**src/logic/seg_consts.svh**
```systemverilog
// seg_consts.svh: offsets, field positions and reset values for the error gating block
// assumes inclusion by bare name from the design module and the testbench
`ifndef SEG_CONSTS_SVH
`define SEG_CONSTS_SVH

// ----------------------------------------------------------------
// register offsets
// ----------------------------------------------------------------
`define SEG_ADDR_W           8
`define SEG_OFS_IRQ_ENABLE   8'h00
`define SEG_OFS_FLAGS        8'h04
`define SEG_OFS_MODE         8'h08

// ----------------------------------------------------------------
// field positions
// ----------------------------------------------------------------
`define SEG_BIT_BIT_FAULT    4
`define SEG_BIT_DESYNC       3
`define SEG_BIT_PARITY       2
`define SEG_BIT_TIMEOUT      1
`define SEG_ENA_MASK         32'h0000_001e
`define SEG_MODE_MASTER      0
`define SEG_MODE_PINS_LSB    1

// ----------------------------------------------------------------
// reset values
// ----------------------------------------------------------------
`define SEG_ENA_RESET        4'h0
`define SEG_MODE_RESET       3'h0

`endif

```
**src/logic/seg_pkg.sv**
```systemverilog
// seg_pkg.sv: types for the error interrupt gating block
// assumes compilation ahead of the design module and the testbench, which use its types
package seg_pkg;

    // ----------------------------------------------------------------
    // pin configuration
    // ----------------------------------------------------------------
    typedef enum logic [1:0] {
        SEG_PINS_3,
        SEG_PINS_4_CS,
        SEG_PINS_4_ENA,
        SEG_PINS_5
    } seg_pins_e;

    // ----------------------------------------------------------------
    // error flags, and their enables, in the same layout
    // ----------------------------------------------------------------
    typedef struct packed {
        logic bit_fault;
        logic slave_desync;
        logic parity_fault;
        logic handshake_timeout;
    } seg_err_s;

    // ----------------------------------------------------------------
    // register port request
    // ----------------------------------------------------------------
    typedef struct packed {
        logic [7:0]  addr;
        logic [31:0] wdata;
        logic        wr;
        logic        rd;
    } seg_req_s;

endpackage : seg_pkg

```
**src/logic/seg_irq_gate.sv**
```systemverilog
// seg_irq_gate.sv: enable register that gates four error flags onto an interrupt line
// assumes the flag register lives outside and presents its flags synchronously on mclk
//
// Chosen here: strobed register access and the register addresses.
`timescale 1ns/1ps
`include "seg_consts.svh"

// Behaviour
// - bit fault flag raises interrupt only while enable bit 4 is set
// - slave desync flag raises interrupt only while enable bit 3 is set
// - desync monitor and its interrupt live only as master in 4-pin-ena or 5-pin
// - parity fault flag raises interrupt only while enable bit 2 is set
// - handshake timeout flag raises interrupt only while enable bit 1 is set
module seg_irq_gate (
    // clock and reset
    input  wire logic              mclk,
    input  wire logic              rst_b,
    // register port
    input  wire seg_pkg::seg_req_s req,
    output logic [31:0]            rdata,
    // error flags from the flag register
    input  wire seg_pkg::seg_err_s err_flags,
    // desync monitor enable toward the detector
    output logic                   desync_monitor_on,
    // interrupt request
    output logic                   err_irq
);

    // ----------------------------------------------------------------
    // monitor qualification
    // ----------------------------------------------------------------
    function automatic logic monitor_active(input logic [2:0] mode);
        seg_pkg::seg_pins_e pins;
        pins = seg_pkg::seg_pins_e'(mode[2:1]);
        return mode[`SEG_MODE_MASTER] &&
               (pins == seg_pkg::SEG_PINS_4_ENA || pins == seg_pkg::SEG_PINS_5);
    endfunction : monitor_active

    // ----------------------------------------------------------------
    // registers
    // ----------------------------------------------------------------
    seg_pkg::seg_err_s ena;
    seg_pkg::seg_err_s next_ena;
    logic [2:0]        mode;
    logic [2:0]        next_mode;
    logic [31:0]       next_rdata;
    logic              next_irq;
    logic              next_mon;
    seg_pkg::seg_err_s gated;

    always_comb begin
        next_ena  = ena;
        next_mode = mode;
        if (req.wr) begin
            if (req.addr == `SEG_OFS_IRQ_ENABLE) begin
                next_ena.bit_fault         = req.wdata[`SEG_BIT_BIT_FAULT];
                next_ena.slave_desync      = req.wdata[`SEG_BIT_DESYNC];
                next_ena.parity_fault      = req.wdata[`SEG_BIT_PARITY];
                next_ena.handshake_timeout = req.wdata[`SEG_BIT_TIMEOUT];
            end else if (req.addr == `SEG_OFS_MODE) begin
                next_mode = req.wdata[2:0];
            end
        end
    end

    // ----------------------------------------------------------------
    // gating
    // ----------------------------------------------------------------
    always_comb begin
        next_mon                 = monitor_active(next_mode);
        gated.bit_fault          = err_flags.bit_fault & ena.bit_fault;
        gated.slave_desync       = err_flags.slave_desync & ena.slave_desync
                                   & desync_monitor_on;
        gated.parity_fault       = err_flags.parity_fault & ena.parity_fault;
        gated.handshake_timeout  = err_flags.handshake_timeout
                                   & ena.handshake_timeout;
        next_irq                 = |gated;
    end

    // ----------------------------------------------------------------
    // read data
    // ----------------------------------------------------------------
    always_comb begin
        next_rdata = 32'h0000_0000;
        if (req.rd) begin
            if (req.addr == `SEG_OFS_IRQ_ENABLE) begin
                next_rdata[`SEG_BIT_BIT_FAULT] = ena.bit_fault;
                next_rdata[`SEG_BIT_DESYNC]    = ena.slave_desync;
                next_rdata[`SEG_BIT_PARITY]    = ena.parity_fault;
                next_rdata[`SEG_BIT_TIMEOUT]   = ena.handshake_timeout;
            end else if (req.addr == `SEG_OFS_FLAGS) begin
                next_rdata[`SEG_BIT_BIT_FAULT] = err_flags.bit_fault;
                next_rdata[`SEG_BIT_DESYNC]    = err_flags.slave_desync;
                next_rdata[`SEG_BIT_PARITY]    = err_flags.parity_fault;
                next_rdata[`SEG_BIT_TIMEOUT]   = err_flags.handshake_timeout;
            end else if (req.addr == `SEG_OFS_MODE) begin
                next_rdata[2:0] = mode;
            end
        end
    end

    always_ff @(posedge mclk or negedge rst_b) begin
        if (!rst_b) begin
            ena               <= `SEG_ENA_RESET;
            mode              <= `SEG_MODE_RESET;
            rdata             <= 32'h0000_0000;
            err_irq           <= 1'b0;
            desync_monitor_on <= 1'b0;
        end else begin
            ena               <= next_ena;
            mode              <= next_mode;
            rdata             <= next_rdata;
            err_irq           <= next_irq;
            desync_monitor_on <= next_mon;
        end
    end
endmodule : seg_irq_gate

```
**config.mk**
```make
export PLATFORM = sky130hd
export DESIGN_NAME = seg_irq_gate
export DESIGN_NICKNAME = d
export VERILOG_FILES = /design/src/logic/seg_pkg.sv /design/src/logic/seg_irq_gate.sv
export VERILOG_INCLUDE_DIRS = /design/src /design/src/logic
export SDC_FILE = /design/constraint.sdc
export NUM_CORES = 1
export LEC_CHECK = 0
export BUFFER_PORTS_ARGS = -buffer_cell sky130_fd_sc_hd__buf_2
export CELL_PAD_IN_SITES_DETAIL_PLACEMENT = 1
export CELL_PAD_IN_SITES_GLOBAL_PLACEMENT = 1
export CORE_MARGIN = 3
export CORE_UTILIZATION = 25
export CTS_BUF_LIST = sky130_fd_sc_hd__clkbuf_4 sky130_fd_sc_hd__clkbuf_8 sky130_fd_sc_hd__clkbuf_16
export DETAILED_ROUTE_END_ITERATION = 12
export GPL_ROUTABILITY_DRIVEN = 1
export MAX_ROUTING_LAYER = met4
export PLACE_DENSITY_LB_ADDON = 0.12
export SYNTH_ARGS = -nofsm -noshare
export SYNTH_HDL_FRONTEND = slang
export SYNTH_SLANG_ARGS = --single-unit
```
**constraint.sdc**
```tcl
create_clock -name mclk -period 1.6 [get_ports mclk]
set_input_delay 0.32 -clock mclk [delete_from_list [all_inputs] [get_ports mclk]]
set_output_delay 0.32 -clock mclk [all_outputs]
set_load 0.02 [all_outputs]
```
* Word-level counts from Yosys, hierarchy flattened *
Cells that the tools add are included.

cells by class
  bitwise operators = 5
  reductions and logical operators = 5
  equality and inequality tests = 4
  mux-type cells = 10

operators by type and width
  operator              number
  $mux W3               4
  $eq A8 B3 Y1 const B  1
  $eq A8 B4 Y1 const B  1
  $logic_not A8 Y1      1
  $and A1 B1 Y1         5
  $mux W5               1
  $eq A2 B2 Y1 const B  2
  $mux W2               2
  $mux W4               1
  $reduce_or A4 Y1      1
  $mux W1               2
  $reduce_and A2 Y1     1
  $logic_and A1 B1 Y1   1
  $logic_or A1 B1 Y1    1

word-level totals
  output and inout bits = 34
  word-level logic and storage cells = 32
  bits of input ports = 48
  bits in registers = 14

* Logic depth before layout (Yosys ltp) *
Gate-level depths: netlist of run 1.

  depth after elaboration = 7
  gate-level depth with buffers = 4
  depth with buffers taken out = 3

* Least setup slack after synthesis of run 1 *
No wires, ideal clock.

  path kind = input to register
  start point = in req[39] in the netlist's numbering
  end point = reg ena[0] in the netlist's numbering
  data required time = 1.475 ns
  arrival time = 1.144 ns
  setup slack = 0.331 ns
  library setup time = 0.125 ns
  stages = 3
  cells stage by stage = nor4_4 > nand4_1 > mux2_2

on the way
  cells in the longest elaborated chain, start to end = 2

ends and longest elaborated chain
  item                                RTL line             RTL
  start: declaration                  seg_irq_gate.sv:19   input wire seg_pkg::seg_req_s req,
  $logic_not A8 Y1 (no source line)   n/a
  $reduce_and A2 Y1 (no source line)  n/a
  end signal: assignment              seg_irq_gate.sv:104  ena <= `SEG_ENA_RESET;
  end signal: assignment              seg_irq_gate.sv:110  ena <= next_ena;
  end: declaration                    seg_irq_gate.sv:42   seg_pkg::seg_err_s ena;

Every way passes these cells.
A chain may end at the register's enable or synchronous reset.

* Worst setup path in the final report of run 1 *
Same ends and word-level chain as after synthesis.

==> run summary, run 1 <==
status: completed
CORE AREA: 3100 µm²
TritonCTS clock tree: yes
grt met3 use: 0.0250
crit-path max FO: 4
Post-synth EDFFs: 0
setup TNS: 0 ns
leak pwr: 0.000537 µW
Initial Util: 0.267
Crit. End Element: flop
GRT Total Usage: 0.0809
ANT nets after route: 0
Slowest Stage Delay on Critical Path: 0.35 ns
n_diodes: 0
Num CTS Buffers: 3
endpoints failing hold: 0
num ports: 82
cts repair resizes: 0
ys async rst share: 1.00
DRT Pass-1 Iters: 5
period utilisation layout: 0.765
register area share after synthesis: 0.422
Logic pwr share: 0.176
crit path kind: in2reg
VDD IR-drop max: 0.209 mV
filler instances: 400
Pint: 539 µW
area growth from synthesis to layout: 15.4%
routability cong.: 0.765
flops & latches, synth: 14
Clk pwr share: 0.330
Synth Instances: 78
Reg clk slew, reported paths: 0.08 ns
layout net count: 157
path type of the worst min-delay path: in2reg
final setup fails: 0
pin count of the biggest net entering global routing: 15
Arrival @ worst endpoint: 1.39 ns
finished layout cell area: 957 µm²
Switch Pwr: 210 µW
GR peak layer: met2
CP max-delay cell: mux2_2
initial antenna violation count: 0
power consumption: 749 µW
Main synth FF type: dfrtp_1
Flop pwr share: 0.495
first-pass GRT wire length: 2390 µm
H-tree depth: 1
vias: 582
final slew viol count: 0
Tmin final: 1.22 ns
Distinct cells, synth: 18
max cap viols: 0
GRT overflow: 0
most frequent cells in the layout: conb_1, buf_2, dfrtp_1
WHS: 0.273 ns
Root Buffer Master: clkbuf_4
num rows: 20
met1 Track Usage GR: 0.0923
post-detail-place hpwl: 1360 µm
share of layout cells above drive strength 1: 0.370
Layout Skew: 0.00140 ns
Num Clock Sinks: 14
worst path required time: 1.76 ns
power per standard cell area: 783 nW/µm²
met2 Usage GRT: 0.124
Setup Fix Bufs, Post-CTS: 0
Die W: 63.6 µm
clk_lat worst skew: 0.27 ns
initial DRC count: 10
Die Area: 4050 µm²
vias in the first global route: 495
fmax: 817 MHz
port bufs: 27
Warnings, synthesis: 0
Cell Count Post-Placement: 147
WL/cell: 10.5 µm
Switching Fraction: 0.281
routed wire length: 1600 µm
mean area per synthesized cell: 10.6 µm²
CP Launch Type: primary input
cells along the critical path: buf_2 -> nor4_4 -> nand4_1 -> mux2_2
number of remaining DRC errors: 0
Mapped Area: 830 µm²
Layout Cells excl Fill: 152
RSZ-0062 raised after global routing: no
Placed Area: 911 µm²
vias per cell: 3.83
Die Y: 63.6 µm
clk buf depth: 2
==> cell families after synthesis <==
family                 count (synthesis)  share of synthesized area
buffers and inverters                 28                      0.249
and+or+nand+nor                       22                      0.160
DFF                                   14                      0.422
muxes                                 10                      0.131
AOI/OAI and AO/OA                      3                     0.0332
other                                  1                    0.00452
==> cell type report <==
cell class	count	area, µm²	area share
multi-input cells	62	370	0.387
flip-flops and latches	14	350	0.366
repair buffers	28	145	0.152
well taps	44	55.1	0.0575
clock buffers	4	36.3	0.0379
==> critical path: cells and delay by family <==
kind          cells  cell delay (ns)
simple gates      2             0.61
mux               1             0.35
buf+inv           1             0.11
==> timing repair <==
item / 4_1_cts / 5_1_grt
endpoints found under the hold margin: 14 / 0
setup endpoints to repair: 0 / 0
hold buffers: 1 / 0
==> flip-flops by register name, indices dropped and copies added, names as in the netlist <==
signal	count
desync_monitor_on	1
mode	3
rdata	5
ena	4
err_irq	1
==> power groups by stage <==
stage	combinational (µW)	sequential, µW	clock (µW)
after floorplan	132	379	0
after global placement	129	378	0
after detailed placement	130	378	0
after CTS	132	371	264
after global routing	145	373	280
final	132	371	247
==> synth_stat cells (all sizes together), types with 2 or more instances <==
master	instances	share of area
a2111oi	2	0.021
buf	27	0.24
dfrtp	14	0.42
mux2	7	0.095
mux2i	3	0.036
nand2	4	0.018
nand2b	2	0.015
nand3	2	0.012
nand4	2	0.023
nor2	5	0.023
nor2b	3	0.023
nor3	2	0.012
==> worst paths after layout <==
check | start | endpoint | slack (ns) | cells past startpoint
setup / recovery | req[39] | ena[0]$_DFFE_PN0P_ | 0.38 | 4
hold / removal | req[5] | ena[2]$_DFFE_PN0P_ | 0.27 | 2
setup reg to reg | ena[1]$_DFFE_PN0P_ | err_irq$_DFF_PN0_ | 0.62 | 2
hold reg to reg | mode[1]$_DFF_PN0_ | mode[1]$_DFF_PN0_ | 0.52 | 1
max in group asynchronous | rst_b | mode[0]$_DFF_PN0_ | 0.89 | 2
min in group asynchronous | rst_b | rdata[4]$_DFF_PN0_ | 0.48 | 2
==> per-stage QoR <==
stage | setup slack (ns) | utilization
2_1_floorplan | 0.331 | -
3_3_place_gp | 0.0484 | 0.294
3_5_place_dp | 0.0451 | 0.294
4_1_cts | 0.349 | 0.308
5_1_grt | 0.192 | 0.308
6_report | 0.376 | 0.308
==> layer usage <==
metal | up-vias | wire (µm)
met5 | - | 0
met4 | 0 | 8
met3 | 2 | 153
met2 | 31 | 813
met1 | 275 | 624
li1 | 274 | -
(Power assumes the default switching activity.)
==> run 2: changes to the inputs <==
--- a/config.mk
+++ b/config.mk
@@ -6,11 +6,12 @@
 export SDC_FILE = /design/constraint.sdc
 export NUM_CORES = 1
 export LEC_CHECK = 0
+export ABC_AREA = 1
 export BUFFER_PORTS_ARGS = -buffer_cell sky130_fd_sc_hd__buf_2
 export CELL_PAD_IN_SITES_DETAIL_PLACEMENT = 1
 export CELL_PAD_IN_SITES_GLOBAL_PLACEMENT = 1
 export CORE_MARGIN = 3
-export CORE_UTILIZATION = 25
+export CORE_UTILIZATION = 22
 export CTS_BUF_LIST = sky130_fd_sc_hd__clkbuf_4 sky130_fd_sc_hd__clkbuf_8 sky130_fd_sc_hd__clkbuf_16
 export DETAILED_ROUTE_END_ITERATION = 12
 export GPL_ROUTABILITY_DRIVEN = 1
==> constraint.sdc (replaced) <==
create_clock -name mclk -period 0.99 [get_ports mclk]
set_input_delay 0.198 -clock mclk [delete_from_list [all_inputs] [get_ports mclk]]
set_output_delay 0.198 -clock mclk [all_outputs]
set_load 0.02 [all_outputs]
==> run 2 against run 1 <==
Core utilization fell by 3.3 points. Register-to-register slack got worse by 0.42 ns. Clock skew about the same. Clock power is 130% higher. Synthesized cell count rose by 51%. Synthesized area is 13% higher. Sequential cell count did not move. Cell count rose by 32%. Critical path depth is 3 lower. First-iteration DRC count rose to 2.6 times the previous value. Via count grew 28%. Critical path type is now reg2out.
==> run summary, run 2 <==
CP delay by family, top: flip-flops (was simple AND/OR/NAND/NOR gates)
top cell type's share of synthesized area: 0.373 (was 0.422)
Num Clock Sinks: 14 (unchanged)
most frequent cells in the layout: conb_1, buf_2, nand2_1 (was conb_1, buf_2, dfrtp_1)
vias in the first global route: 726 (was 495)
endpoints failing hold: 0 (unchanged)
GRT Total Usage: 0.0819 (was 0.0809)
Arrival @ worst endpoint: 0.78 ns (was 1.39 ns)
ys async rst share: 1.00 (unchanged)
cells along the critical path: buf_6 (was buf_2 -> nor4_4 -> nand4_1 -> mux2_2)
crit-path max FO: 2 (was 4)
Pint: 1020 µW (was 539 µW)
CP Launch Type: flop (was primary input)
leak pwr: 0.000665 µW (was 0.000537 µW)
WL/cell: 10.3 µm (was 10.5 µm)
power consumption: 1430 µW (was 749 µW)
Slowest Stage Delay on Critical Path: 0.40 ns (was 0.35 ns)
vias: 745 (was 582)
final slew viol count: 0 (unchanged)
flops & latches, synth: 14 (unchanged)
Synth Instances: 118 (was 78)
Tmin final: 0.981 ns
register area share after synthesis: 0.373 (was 0.422)
layout net count: 200 (was 157)
pin count of the biggest net entering global routing: 15 (unchanged)
Post-synth EDFFs: 0 (unchanged)
fmax: 1020 MHz
CP max-delay cell: dfrtp_1 (was mux2_2)
area growth from synthesis to layout: 19.0% (was 15.4%)
largest cells by area after synthesis: dfrtp_1, buf_4, nand2_1, nand3_1, inv_1 (was dfrtp_1, buf_4, mux2_2, mux2i_1, nor4_4)
Distinct cells, synth: 19 (was 18)
Switching Fraction: 0.291 (was 0.281)
Die W: 71.4 µm (was 63.6 µm)
path type of the worst min-delay path: in2reg (unchanged)
Die Area: 5090 µm² (was 4050 µm²)
power per standard cell area: 1280 nW/µm² (was 783 nW/µm²)
num rows: 23 (was 20)
number of remaining DRC errors: 0 (unchanged)
routability cong.: 0.707 (was 0.765)
RSZ-0062 raised after global routing: yes (was no)
mean area per synthesized cell: 7.96 µm² (was 10.6 µm²)
VDD IR-drop max: 0.434 mV (was 0.209 mV)
Buf+Inv Stages, Crit Path: 1 (unchanged)
GRT overflow: 0 (unchanged)
filler instances: 518 (was 400)
initial DRC count: 26 (was 10)
Die Y: 71.4 µm (was 63.6 µm)
Storage cell area: 350 µm² (unchanged)
cell with the most instances after synthesis: buf_4 (unchanged)
n_diodes: 0 (unchanged)
clk buf depth: 2 (unchanged)
first-pass GRT wire length: 3170 µm (was 2390 µm)
Clk pwr share: 0.397 (was 0.330)
ANT nets after route: 0 (unchanged)
max cap viols: 0 (unchanged)
routed wire length: 2070 µm (was 1600 µm)
clk_lat worst skew: 0.24 ns (was 0.27 ns)
Biggest register: rdata (unchanged)
Core Util, Final: 0.276 (was 0.308)
Crit. End Element: primary output (was flop)
leading area contributor after synthesis: dfrtp_1 (unchanged)
final setup fails: 0 (unchanged)
TritonCTS clock tree: yes (unchanged)
share of layout cells above drive strength 1: 0.305 (was 0.370)
Main synth FF type: dfrtp_1 (unchanged)
H-tree depth: 1 (unchanged)
Num CTS Buffers: 3 (unchanged)
area occupied by multi-input gates: 414 µm² (was 370 µm²)
DRT Pass-1 Iters: 4 (was 5)
max reg flops: 5 (unchanged)
Warnings, synthesis: 0 (unchanged)
initial antenna violation count: 0 (unchanged)
Largest regs: rdata: 5 flops, ena: 4 flops, mode: 3 flops (unchanged)
Root Buffer Master: clkbuf_8 (was clkbuf_4)
Reg clk slew, reported paths: 0.06 ns (was 0.08 ns)
Post-synth top cells: buf_4, nand2_1, inv_1 (was buf_4, dfrtp_1, mux2_2)
port bufs: 27 (unchanged)
status: completed (unchanged)
Logic pwr share: 0.179 (was 0.176)
commonest non-fill, non-tap cell in the layout: conb_1
Mapped Area: 940 µm² (was 830 µm²)
post-detail-place hpwl: 1760 µm (was 1360 µm)
Initial Util: 0.232 (was 0.267)
vias per cell: 3.71 (was 3.83)
num ports: 82 (unchanged)
Flop pwr share: 0.424 (was 0.495)
period utilisation layout: 0.991
Switch Pwr: 417 µW (was 210 µW)
Layout Skew: 0.00100 ns (was 0.00140 ns)
crit path kind: reg2out (was in2reg)
worst path required time: 0.79 ns (was 1.76 ns)
CORE AREA: 4060 µm² (was 3100 µm²)
-- run 2: changes by cell type in the layout (fill, tap and decap cells not counted), moves of 4 or more --
cell	previous run	this run
a21oi_1	0	4
inv_1	0	16
mux2_2	7	0
nand2_1	4	21
nand3_1	2	13
-- run 2: cells by family (layout without fill, tap and decap cells) --
group	Yosys count	count (layout)	synth area share
other	1	27	0.00399
AND/OR/NAND/NOR	51	51	0.288
flip-flops	14	14	0.373
AO/OA/AOI/OAI	7	7	0.0453
buffers and inverters	45	52	0.290
-- run 2: metrics by stage --
| step | setup TNS [ns] | cells | hold slack (ns) | setup WS (ns) | cell area [µm²] |
|---|---|---|---|---|---|
| after CTS | -0.000287 | 201 | 0.185 | -0.000287 | 1120 |
| final | 0 | 201 | 0.184 | 0.00918 | 1120 |
| after global placement | -0.866 | 195 | 0.118 | -0.112 | 1040 |
| after global routing | -0.0188 | 201 | 0.195 | -0.0188 | 1120 |
| after detailed placement | -0.962 | 195 | 0.115 | -0.117 | 1040 |
| after floorplan | 0 | 144 | -0.0976 | 0.0863 | 1040 |
-- run 2: timing repair --
| action | in CTS | in global routing |
|---|---|---|
| resized for setup | 2 | 0 |
| hold buffers | 1 | 0 |
| endpoints found under the setup margin | 1 | 1 |
| hold endpoints to repair | 14 | 0 |
| setup buffers | 1 | 0 |
-- run 2: worst paths after layout --
kind,to,slack [ns],cells past startpoint,start
worst max-delay path,desync_monitor_on,0.009,1,desync_monitor_on$_DFF_PN0_
worst min-delay path,ena[3]$_DFFE_PN0P_,0.18,3,req[6]
worst max register to register,err_irq$_DFF_PN0_,0.20,3,desync_monitor_on$_DFF_PN0_
worst min register to register,mode[1]$_DFF_PN0_,0.50,2,mode[1]$_DFF_PN0_
max in group asynchronous,mode[0]$_DFF_PN0_,0.35,2,rst_b
min in group asynchronous,err_irq$_DFF_PN0_,0.39,2,rst_b
-- run 2: per-layer routing --
| layer | global-route usage | up-vias | share of wire |
|---|---|---|---|
| met5 | - | - | 0 |
| met4 | 0.0313 | 0 | 0.010 |
| met3 | 0.0281 | 2 | 0.091 |
| met2 | 0.137 | 31 | 0.49 |
| met1 | 0.0896 | 339 | 0.41 |
| li1 | - | 373 | - |
-- run 2: layout make-up --
| cell class | count | area share |
|---|---|---|
| sequential | 14 | 0.313 |
| multi-input combinational | 85 | 0.370 |
| inverter | 18 | 0.0626 |
| clock buffer | 4 | 0.0492 |
| tap | 50 | 0.0559 |
| timing repair buffer | 30 | 0.149 |
-- run 2: power groups by stage --
stage / Sequential (µW) / Clock (µW) / Combinational, µW
after global placement: 617 / 0 / 242
after detailed placement: 617 / 0 / 244
after global routing: 609 / 619 / 282
final: 607 / 569 / 256
after floorplan: 624 / 0 / 230
after CTS: 607 / 579 / 257
